==> config.mk <==
export PLATFORM = sky130hd
export DESIGN_NAME = mode_regs
export DESIGN_NICKNAME = d
export VERILOG_FILES = /design/src/pkg/mode_regs_pkg.sv /design/src/rtl/mode_regs.sv
export SDC_FILE = /design/constraint.sdc
export NUM_CORES = 1
export LEC_CHECK = 0
export BUFFER_PORTS_ARGS = -buffer_cell sky130_fd_sc_hd__buf_2
export CORE_MARGIN = 8
export CORE_UTILIZATION = 45
export DETAILED_ROUTE_END_ITERATION = 10
export GPL_TIMING_DRIVEN = 0
export HOLD_SLACK_MARGIN = 0.15
export PLACE_DENSITY = 0.73
export SETUP_SLACK_MARGIN = 0.15
export SLEW_MARGIN = 15
export SYNTH_ARGS = -nofsm -noshare
export SYNTH_HDL_FRONTEND = slang
export SYNTH_SLANG_ARGS = --single-unit
==> constraint.sdc <==
create_clock -name ref_clk_i -period 4.47 [get_ports ref_clk_i]
set_input_delay 0.447 -clock ref_clk_i [delete_from_list [all_inputs] [get_ports ref_clk_i]]
set_output_delay 0.447 -clock ref_clk_i [all_outputs]
set_load 0.02 [all_outputs]
==> src/pkg/mode_regs_pkg.sv <==
package mode_regs_pkg;
    // mode register addresses
    localparam logic [5:0] ADDR_CAL_RESET = 6'h0A;
    localparam logic [5:0] ADDR_TERM      = 6'h0B;
    localparam logic [5:0] ADDR_CA_REF    = 6'h0C;
    localparam logic [5:0] ADDR_SETPOINT  = 6'h0D;
    localparam logic [5:0] ADDR_TEST      = 6'h09;
    // field positions
    localparam int CAL_TRIG_BIT     = 0;
    localparam int DQ_TERM_LSB      = 0;
    localparam int CA_TERM_LSB      = 4;
    localparam int NT_TERM_LO_BIT   = 3;
    localparam int NT_TERM_HI_BIT   = 7;
    localparam int REF_LEVEL_LSB    = 0;
    localparam int REF_RANGE_BIT    = 6;
    localparam int SP_ACCESS_BIT    = 6;
    localparam int SP_ACTIVE_BIT    = 7;
    // codes and reset values
    localparam logic [2:0] TERM_RESERVED   = 3'h7;
    localparam logic [2:0] TERM_RST        = 3'h0;
    localparam logic [1:0] NT_TERM_RST     = 2'h0;
    localparam logic [5:0] REF_LEVEL_MAX   = 6'h32;
    localparam logic [5:0] REF_LEVEL_RST   = 6'h0D;
    localparam logic       REF_RANGE_RST   = 1'b1;
    localparam logic [7:0] SETPOINT_RST    = 8'h00;
    localparam logic [7:0] CA_REF_RMASK    = 8'h7F;
endpackage

==> src/rtl/mode_regs.sv <==
`timescale 1ns/1ns
`default_nettype none
module mode_regs #(
    parameter bit NT_TERM_SUPPORTED = 1'b1
) (
    // clock and reset
    input  wire logic        ref_clk_i,
    input  wire logic        sys_rst_i,
    // mode register command port
    input  wire logic        mrw_i,
    input  wire logic        mrr_i,
    input  wire logic [5:0]  mr_addr_i,
    input  wire logic [7:0]  mr_wdata_i,
    output logic      [15:0] mr_rdata_o,
    output logic             mr_rvalid_o,
    // calibration
    input  wire logic        cal_pin_grounded_i,
    input  wire logic        cal_start_cmd_i,
    output logic             cal_start_o,
    output logic             impedance_cal_default_trigger_o,
    // active settings
    output logic      [2:0]  data_lane_termination_o,
    output logic      [1:0]  nontarget_data_termination_o,
    output logic      [2:0]  command_lane_termination_o,
    output logic      [5:0]  command_reference_level_o,
    output logic             command_reference_range_o,
    output logic             setpoint_active_select_o,
    output logic             setpoint_access_select_o,
    output logic             mask_disable_o,
    output logic             refresh_rate_option_o,
    output logic             reference_fast_settle_o,
    output logic             reference_output_o,
    output logic             read_preamble_training_o,
    output logic             command_bus_training_o
);

////////////////////////////////////////////////////////////////////////////////
// strap sync and decode

    logic       strap_meta_ff;
    logic       strap_sync_ff;
    logic [2:0] dq_term_ff   [2];
    logic [1:0] nt_term_ff   [2];
    logic [2:0] ca_term_ff   [2];
    logic [5:0] ref_level_ff [2];
    logic       ref_range_ff [2];
    logic [7:0] setpoint_ff;

    wire        acc_sel     = setpoint_ff[mode_regs_pkg::SP_ACCESS_BIT];
    wire        act_sel     = setpoint_ff[mode_regs_pkg::SP_ACTIVE_BIT];
    wire        wr_cal      = mrw_i && (mr_addr_i == mode_regs_pkg::ADDR_CAL_RESET);
    wire        wr_term     = mrw_i && (mr_addr_i == mode_regs_pkg::ADDR_TERM);
    wire        wr_ref      = mrw_i && (mr_addr_i == mode_regs_pkg::ADDR_CA_REF);
    wire        wr_sp       = mrw_i && (mr_addr_i == mode_regs_pkg::ADDR_SETPOINT);
    wire        rd_ref      = mrr_i && (mr_addr_i == mode_regs_pkg::ADDR_CA_REF);
    wire [2:0]  wdq         = mr_wdata_i[mode_regs_pkg::DQ_TERM_LSB +: 3];
    wire [2:0]  wca         = mr_wdata_i[mode_regs_pkg::CA_TERM_LSB +: 3];
    wire [1:0]  wnt         = {mr_wdata_i[mode_regs_pkg::NT_TERM_HI_BIT],
                               mr_wdata_i[mode_regs_pkg::NT_TERM_LO_BIT]};
    wire [5:0]  wlvl        = mr_wdata_i[mode_regs_pkg::REF_LEVEL_LSB +: 6];
    // reserved codes leave the old value in place
    wire        dq_ok       = (wdq != mode_regs_pkg::TERM_RESERVED);
    wire        ca_ok       = (wca != mode_regs_pkg::TERM_RESERVED);
    wire        lvl_ok      = (wlvl <= mode_regs_pkg::REF_LEVEL_MAX);
    wire [7:0]  ref_rd_word = {1'b0, ref_range_ff[acc_sel], ref_level_ff[acc_sel]}
                              & mode_regs_pkg::CA_REF_RMASK;
    wire [15:0] nxt_rdata   = rd_ref ? {8'h00, ref_rd_word} : 16'h0000;

    always_ff @(posedge ref_clk_i) begin
        strap_meta_ff <= cal_pin_grounded_i;
        strap_sync_ff <= strap_meta_ff;
    end

////////////////////////////////////////////////////////////////////////////////
// per set-point copies

    genvar sp;
    generate
        for (sp = 0; sp < 2; sp++) begin : g_copy
            wire hit = (acc_sel == 1'(sp));
            always_ff @(posedge ref_clk_i) begin
                if (sys_rst_i) begin
                    dq_term_ff[sp]   <= mode_regs_pkg::TERM_RST;
                    nt_term_ff[sp]   <= mode_regs_pkg::NT_TERM_RST;
                    ca_term_ff[sp]   <= mode_regs_pkg::TERM_RST;
                    ref_level_ff[sp] <= mode_regs_pkg::REF_LEVEL_RST;
                    ref_range_ff[sp] <= mode_regs_pkg::REF_RANGE_RST;
                end else begin
                    if (wr_term && hit && dq_ok) begin
                        dq_term_ff[sp] <= wdq;
                    end
                    if (wr_term && hit && NT_TERM_SUPPORTED) begin
                        nt_term_ff[sp] <= wnt;
                    end
                    if (wr_term && hit && ca_ok) begin
                        ca_term_ff[sp] <= wca;
                    end
                    if (wr_ref && hit && lvl_ok) begin
                        ref_level_ff[sp] <= wlvl;
                    end
                    if (wr_ref && hit) begin
                        ref_range_ff[sp] <= mr_wdata_i[mode_regs_pkg::REF_RANGE_BIT];
                    end
                end
            end
        end
    endgenerate

////////////////////////////////////////////////////////////////////////////////
// control register and outputs

    always_ff @(posedge ref_clk_i) begin
        if (sys_rst_i) begin
            setpoint_ff                     <= mode_regs_pkg::SETPOINT_RST;
            mr_rdata_o                      <= 16'h0000;
            mr_rvalid_o                     <= 1'b0;
            cal_start_o                     <= 1'b0;
            impedance_cal_default_trigger_o <= 1'b0;
            data_lane_termination_o         <= mode_regs_pkg::TERM_RST;
            nontarget_data_termination_o    <= mode_regs_pkg::NT_TERM_RST;
            command_lane_termination_o      <= mode_regs_pkg::TERM_RST;
            command_reference_level_o       <= mode_regs_pkg::REF_LEVEL_RST;
            command_reference_range_o       <= mode_regs_pkg::REF_RANGE_RST;
        end else begin
            if (wr_sp) begin
                setpoint_ff <= mr_wdata_i;
            end
            // write-only addresses answer zero and keep their state
            mr_rdata_o  <= nxt_rdata;
            mr_rvalid_o <= mrr_i;
            impedance_cal_default_trigger_o <= wr_cal
                && mr_wdata_i[mode_regs_pkg::CAL_TRIG_BIT];
            cal_start_o <= cal_start_cmd_i && !strap_sync_ff;
            data_lane_termination_o      <= dq_term_ff[act_sel];
            nontarget_data_termination_o <= nt_term_ff[act_sel];
            command_lane_termination_o   <= ca_term_ff[act_sel];
            command_reference_level_o    <= ref_level_ff[act_sel];
            command_reference_range_o    <= ref_range_ff[act_sel];
        end
    end

    assign setpoint_active_select_o = setpoint_ff[7];
    assign setpoint_access_select_o = setpoint_ff[6];
    assign mask_disable_o           = setpoint_ff[5];
    assign refresh_rate_option_o    = setpoint_ff[4];
    assign reference_fast_settle_o  = setpoint_ff[3];
    assign reference_output_o       = setpoint_ff[2];
    assign read_preamble_training_o = setpoint_ff[1];
    assign command_bus_training_o   = setpoint_ff[0];

////////////////////////////////////////////////////////////////////////////////
// checks

    ref_read_lane_a: assert property (@(posedge ref_clk_i) disable iff (sys_rst_i)
        mrr_i && !rd_ref |=> mr_rdata_o == 16'h0000)
        else $error("non-reference read returned data");
    ref_read_rsv_a: assert property (@(posedge ref_clk_i) disable iff (sys_rst_i)
        1'b1 |=> mr_rdata_o[15:7] == 9'h000)
        else $error("reserved read bits nonzero");
    cal_ignore_a: assert property (@(posedge ref_clk_i) disable iff (sys_rst_i)
        strap_sync_ff |=> !cal_start_o)
        else $error("calibration command passed with grounded pin");
    cal_trig_a: assert property (@(posedge ref_clk_i) disable iff (sys_rst_i)
        wr_cal && mr_wdata_i[0] |=> impedance_cal_default_trigger_o)
        else $error("default calibration trigger missed");
    term_rsv_a: assert property (@(posedge ref_clk_i) disable iff (sys_rst_i)
        wr_term && wdq == 3'h7 |=> $stable(dq_term_ff[acc_sel]))
        else $error("reserved termination code stored");
    ca_rsv_a: assert property (@(posedge ref_clk_i) disable iff (sys_rst_i)
        wr_term && wca == 3'h7 |=> $stable(ca_term_ff[acc_sel]))
        else $error("reserved command termination code stored");
    inactive_copy_a: assert property (@(posedge ref_clk_i) disable iff (sys_rst_i)
        wr_ref && acc_sel != act_sel && !wr_sp |=> ##1
        $stable(command_reference_level_o))
        else $error("inactive copy disturbed operation");
    ref_write_a: assert property (@(posedge ref_clk_i) disable iff (sys_rst_i)
        wr_ref && !wr_sp |=> ref_range_ff[acc_sel] == $past(mr_wdata_i[6]))
        else $error("range write did not reach access copy");
    level_max_a: assert property (@(posedge ref_clk_i) disable iff (sys_rst_i)
        1'b1 |-> ref_level_ff[0] <= 6'h32 && ref_level_ff[1] <= 6'h32)
        else $error("reserved reference level held");
endmodule
`default_nettype wire

* Word level (Yosys, flattened, before mapping)
Memories as Yosys holds them, arrays and structs flattened. A register that Yosys moved wholly into a read port is not among the register bits.
Index checks and enable logic that the tools add are counted.
** Operators by class
- Muxes and demuxes :: 42
- $lt $le $gt $ge :: 1
- Add/sub/neg operators :: 0
- Reductions and logical operators :: 19
- Multipliers :: 0
- Shift-type cells :: 0
- Equality and inequality tests :: 6
- Divide/modulo/power cells :: 0
- Bitwise gates (word level) :: 12
** Operator list (number)
- $mux W1 :: 34
- $eq A6 B4 Y1 const B :: 4
- $logic_and A1 B1 Y1 :: 17
- $mux W3 :: 4
- $mux W6 :: 2
- $or A1 B1 Y1 :: 10
- $le A6 B6 Y1 const B :: 1
- $ne A3 B3 Y1 const B :: 2
- $mux W2 :: 2
- $not A1 Y1 :: 2
- $reduce_or A2 Y1 :: 1
- $logic_not A1 Y1 :: 1
** Word-level totals
- Input bits :: 20
- Flip-flop bits (word level) :: 22
- Bits in latches :: 0
- Bits in writable memories :: 30
- Bits in read-only memories :: 0
- Output and inout port bits :: 42
- Word-level logic and storage cells :: 92
- Memories :: 5
** Memories
- ref_level_ff :: depth 2, width 6, read ports 2, clocked after memory_dff 2, write ports 2, RTL line mode_regs.sv:45 : logic [5:0] ref_level_ff [2];
- ca_term_ff :: depth 2, width 3, read ports 1, clocked after memory_dff 1, write ports 2, RTL line mode_regs.sv:44 : logic [2:0] ca_term_ff [2];
- dq_term_ff :: depth 2, width 3, read ports 1, clocked after memory_dff 1, write ports 2, RTL line mode_regs.sv:42 : logic [2:0] dq_term_ff [2];
- nt_term_ff :: depth 2, width 2, read ports 1, clocked after memory_dff 1, write ports 2, RTL line mode_regs.sv:43 : logic [1:0] nt_term_ff [2];
- ref_range_ff :: depth 2, width 1, read ports 2, clocked after memory_dff 2, write ports 2, RTL line mode_regs.sv:46 : logic ref_range_ff [2];

* Depth between registers and ports, before layout
- Depth after elaboration :: 8
- Mapped depth :: 4
- Mapped depth without buffers :: 3

* Worst setup path before layout
OpenSTA, ideal clock, no wires.
- Path type :: in2reg
- Start point :: in mr_addr_i[4]
- End point :: mem ca_term_ff[0][0], enable pin
- Path buffers :: 0
- Arrival time :: 1.556 ns
- Setup time :: 0.344 ns
- Slack :: 2.570 ns
- Data required time :: 4.126 ns
- Stages on the path :: 3
- Cell sequence :: nand4bb_1 > or4_1 > o21ai_0
** RTL lines
- start, declared :: RTL line mode_regs.sv:12 : input wire logic [5:0] mr_addr_i,
- end, declared :: RTL line mode_regs.sv:44

==> reports/metrics.yaml <==
pwr:
  p_leak_uw: 0.001350
  irDropWorstVdd_mv: 0.1655
  p_per_area_nw_per_um2: 387.5
  power_uw: 1258
grt:
  antenna_found_initial: 0
  grt_max_degree: 12
  grt_overflow_total: 0
  grt_pass1_wl_um: 9170
  groute.usage.overall_pct: 13.83
  grt_pass1_vias: 1925
clock_network:
  cts_buffers: 9
  clk_latency_ps: 330
  root_buffer: "clkbuf_8"
  htree_levels: 3
  clock_sinks: 65
  ctsResizeCount: 0
  cts_tree: "built"
  postCtsSetupBuffers: 0
  cts_buffer_depth: 2
  cts.clk_slew.worst_paths_ps: 70
  cts_hold_buf: 0
logic_synthesis:
  yosysWarningCount: 0
  ys_seq_area_share_pct: 60.20
  async_reset_ff_share_pct: 0
  synth_edf_count: 29
  syn_area_um2: 2644
  synth.avg_cell_area_um2: 11.44
  ys_ff_latch: 65
  syn-instance-count: 231
  ys.flop_type: "dfxtp_1"
  ys_types: 37
setup_path:
  cp_slowest_stage_delay_ps: 610
  crit_type: "input port to register"
  path_buf_inv: 1
  cp_max_fo: 5
  cp_data_arrival_time_ps: 1920
  cpLargestDelayFamily: "simple AND/OR/NAND/NOR gates"
  slowest_stage: "or4_1"
  worstPathRequired_ps: 4450
  crit_chain: "buf_2, nand4bb_1, or4_1, o21ai_0"
  critPathLaunchType: "input port"
  rr_startpoint: "setpoint_ff[6]"
  crit_path_end_kind: "register"
  crit_start: "mr_addr_i[4]"
die:
  die_width_um: 92.65
  coreArea_um2: 5816
  fp.dieArea_um2: 8584
  io_pins: 62
  num_rows: 28
  start_util_pct: 45.46
  fp.dieH_um: 92.65
cells_and_area:
  layout_commonest_cell: "buf_2"
  area_growth_pct: 22.76
  final_cell_mix: "54 x buf_2, 36 x dfxtp_1, 29 x edfxtp_1"
  drive_gt1_share_pct: 27.36
  nets: 322
  diodes: 0
  fin_util_pct: 55.81
placement:
  gp_congestion: 0.8045
  port_buffers: 52
  dp_hpwl_um: 4187
drt:
  drc_errors: 0
  first_pass_iters: 4
  drtIter0Drc: 85
  ant_nets: 0
  wl_per_cell_um: 15.12
  wirelength_um: 5774
  vias: 1914
  viasPerCell: 5.010
outcome:
  status: "completed"
timing:
  max_clock_freq_ghz: 0.5157
  maxSlewHeadroom_pct: 57.49
  worst_clock_skew_ps: 4.527
  tightest_slew_ps: 632.4
  fin_tns_setup_ps: 0
  finalHoldViolations: 0
  final-max-slew-violation-count: 0
  setup_violations: 0
  rsz0062_at_grt: "false"
  period_share_pct: 43.38
  fin_crit_ps: 1939
run:
  maxCapViolations: 0
min_path:
  hp-class: "input port to register"
  hp-start: "cal_pin_grounded_i"
[cells by family after synthesis]
kind of cell | Yosys count | synth area share, %
other cells | 1 | 0.1418
mux | 22 | 8.329
compound gates | 29 | 6.957
simple gates | 87 | 19.17
buf+inv | 27 | 5.206
flops | 65 | 60.20
[per-layer routing]
metal / up-vias / GRT usage, % / wire length [µm] / part of all wire, %
met4: 0 / 9.530 / 156 / 2.7
met2: 54 / 22.59 / 2769 / 48
met1: 883 / 15.03 / 2514 / 44
met5: - / 0 / 0 / 0
met3: 12 / 4.450 / 333 / 5.8
li1: 965 / - / - / -
[power breakdown]
group	total (µW)	leakage (µW)	switching [µW]	internal [µW]
Clock	530	0.000113	212	318
Sequential	642	0.000572	5.01	637
Combinational	85.9	0.000665	57.1	28.9
Total	1260	0.00135	274	983
[synthesized netlist by cell type, types with 2 or more instances]
cell       n  area, µm²
a21o_1     2      15.01
a21oi_1    8      40.04
a31o_2     2      17.52
and2_1     5      31.28
and3_1    18      112.6
buf_1      3      11.26
buf_2      2      10.01
buf_4      9      67.56
clkbuf_1   7      26.28
dfxtp_1   36      720.7
edfxtp_1  29      870.8
inv_1      6      22.52
mux2i_1   22      220.2
nand2_1    7      26.28
nand2b_1   3      18.77
nand3_1    2      10.01
nand4_1   10      62.56
nand4b_1   2      17.52
nor2_1    21      78.83
nor2b_1    2      12.51
nor3_1     2      10.01
nor4_2     2      25.02
o21ai_0   12      60.06
or3_1      6      37.54
[metrics by stage]
stage | instance area [µm²] | hold slack [ps] | cells | setup WS (ps)
after floorplan | 2674 | 309.6 | 239 | 2570
after global placement | 3028 | 313.8 | 366 | 2278
after detailed placement | 3028 | 312.1 | 366 | 2192
after CTS | 3246 | 192.2 | 382 | 2555
after global routing | 3246 | 192.0 | 382 | 2455
final | 3246 | 209.1 | 382 | 2531
[final cells by class]
cell class                 count  area (µm²)
tap                           75       93.84
clock inverter                 2       35.03
inverter                       6       22.52
timing repair buffer          52       260.3
sequential                    65        1592
clock buffer                  14       182.7
multi-input combinational    147       944.7
fill                         528        2570
buffer                        21       115.1
[worst paths after layout]
path,endpoint,slack [ps],cells past startpoint
worst max-delay path,dq_term_ff[0][2],2530,4
worst min-delay path,strap_meta_ff,210,1
worst max register to register,ref_level_ff[1][1],2680,3
worst min register to register,strap_sync_ff,330,0
[state kept, by name, summed over array words and instances, names as in the netlist, 2 cells and up]
register	flops
setpoint_ff	8
ref_range_ff	2
command_lane_termination_o	3
nt_term_ff	4
ref_level_ff	12
command_reference_level_o	6
ca_term_ff	6
nontarget_data_termination_o	2
data_lane_termination_o	3
mr_rdata_o	7
dq_term_ff	6
No activity file was read; power rests on OpenSTA's default activity.
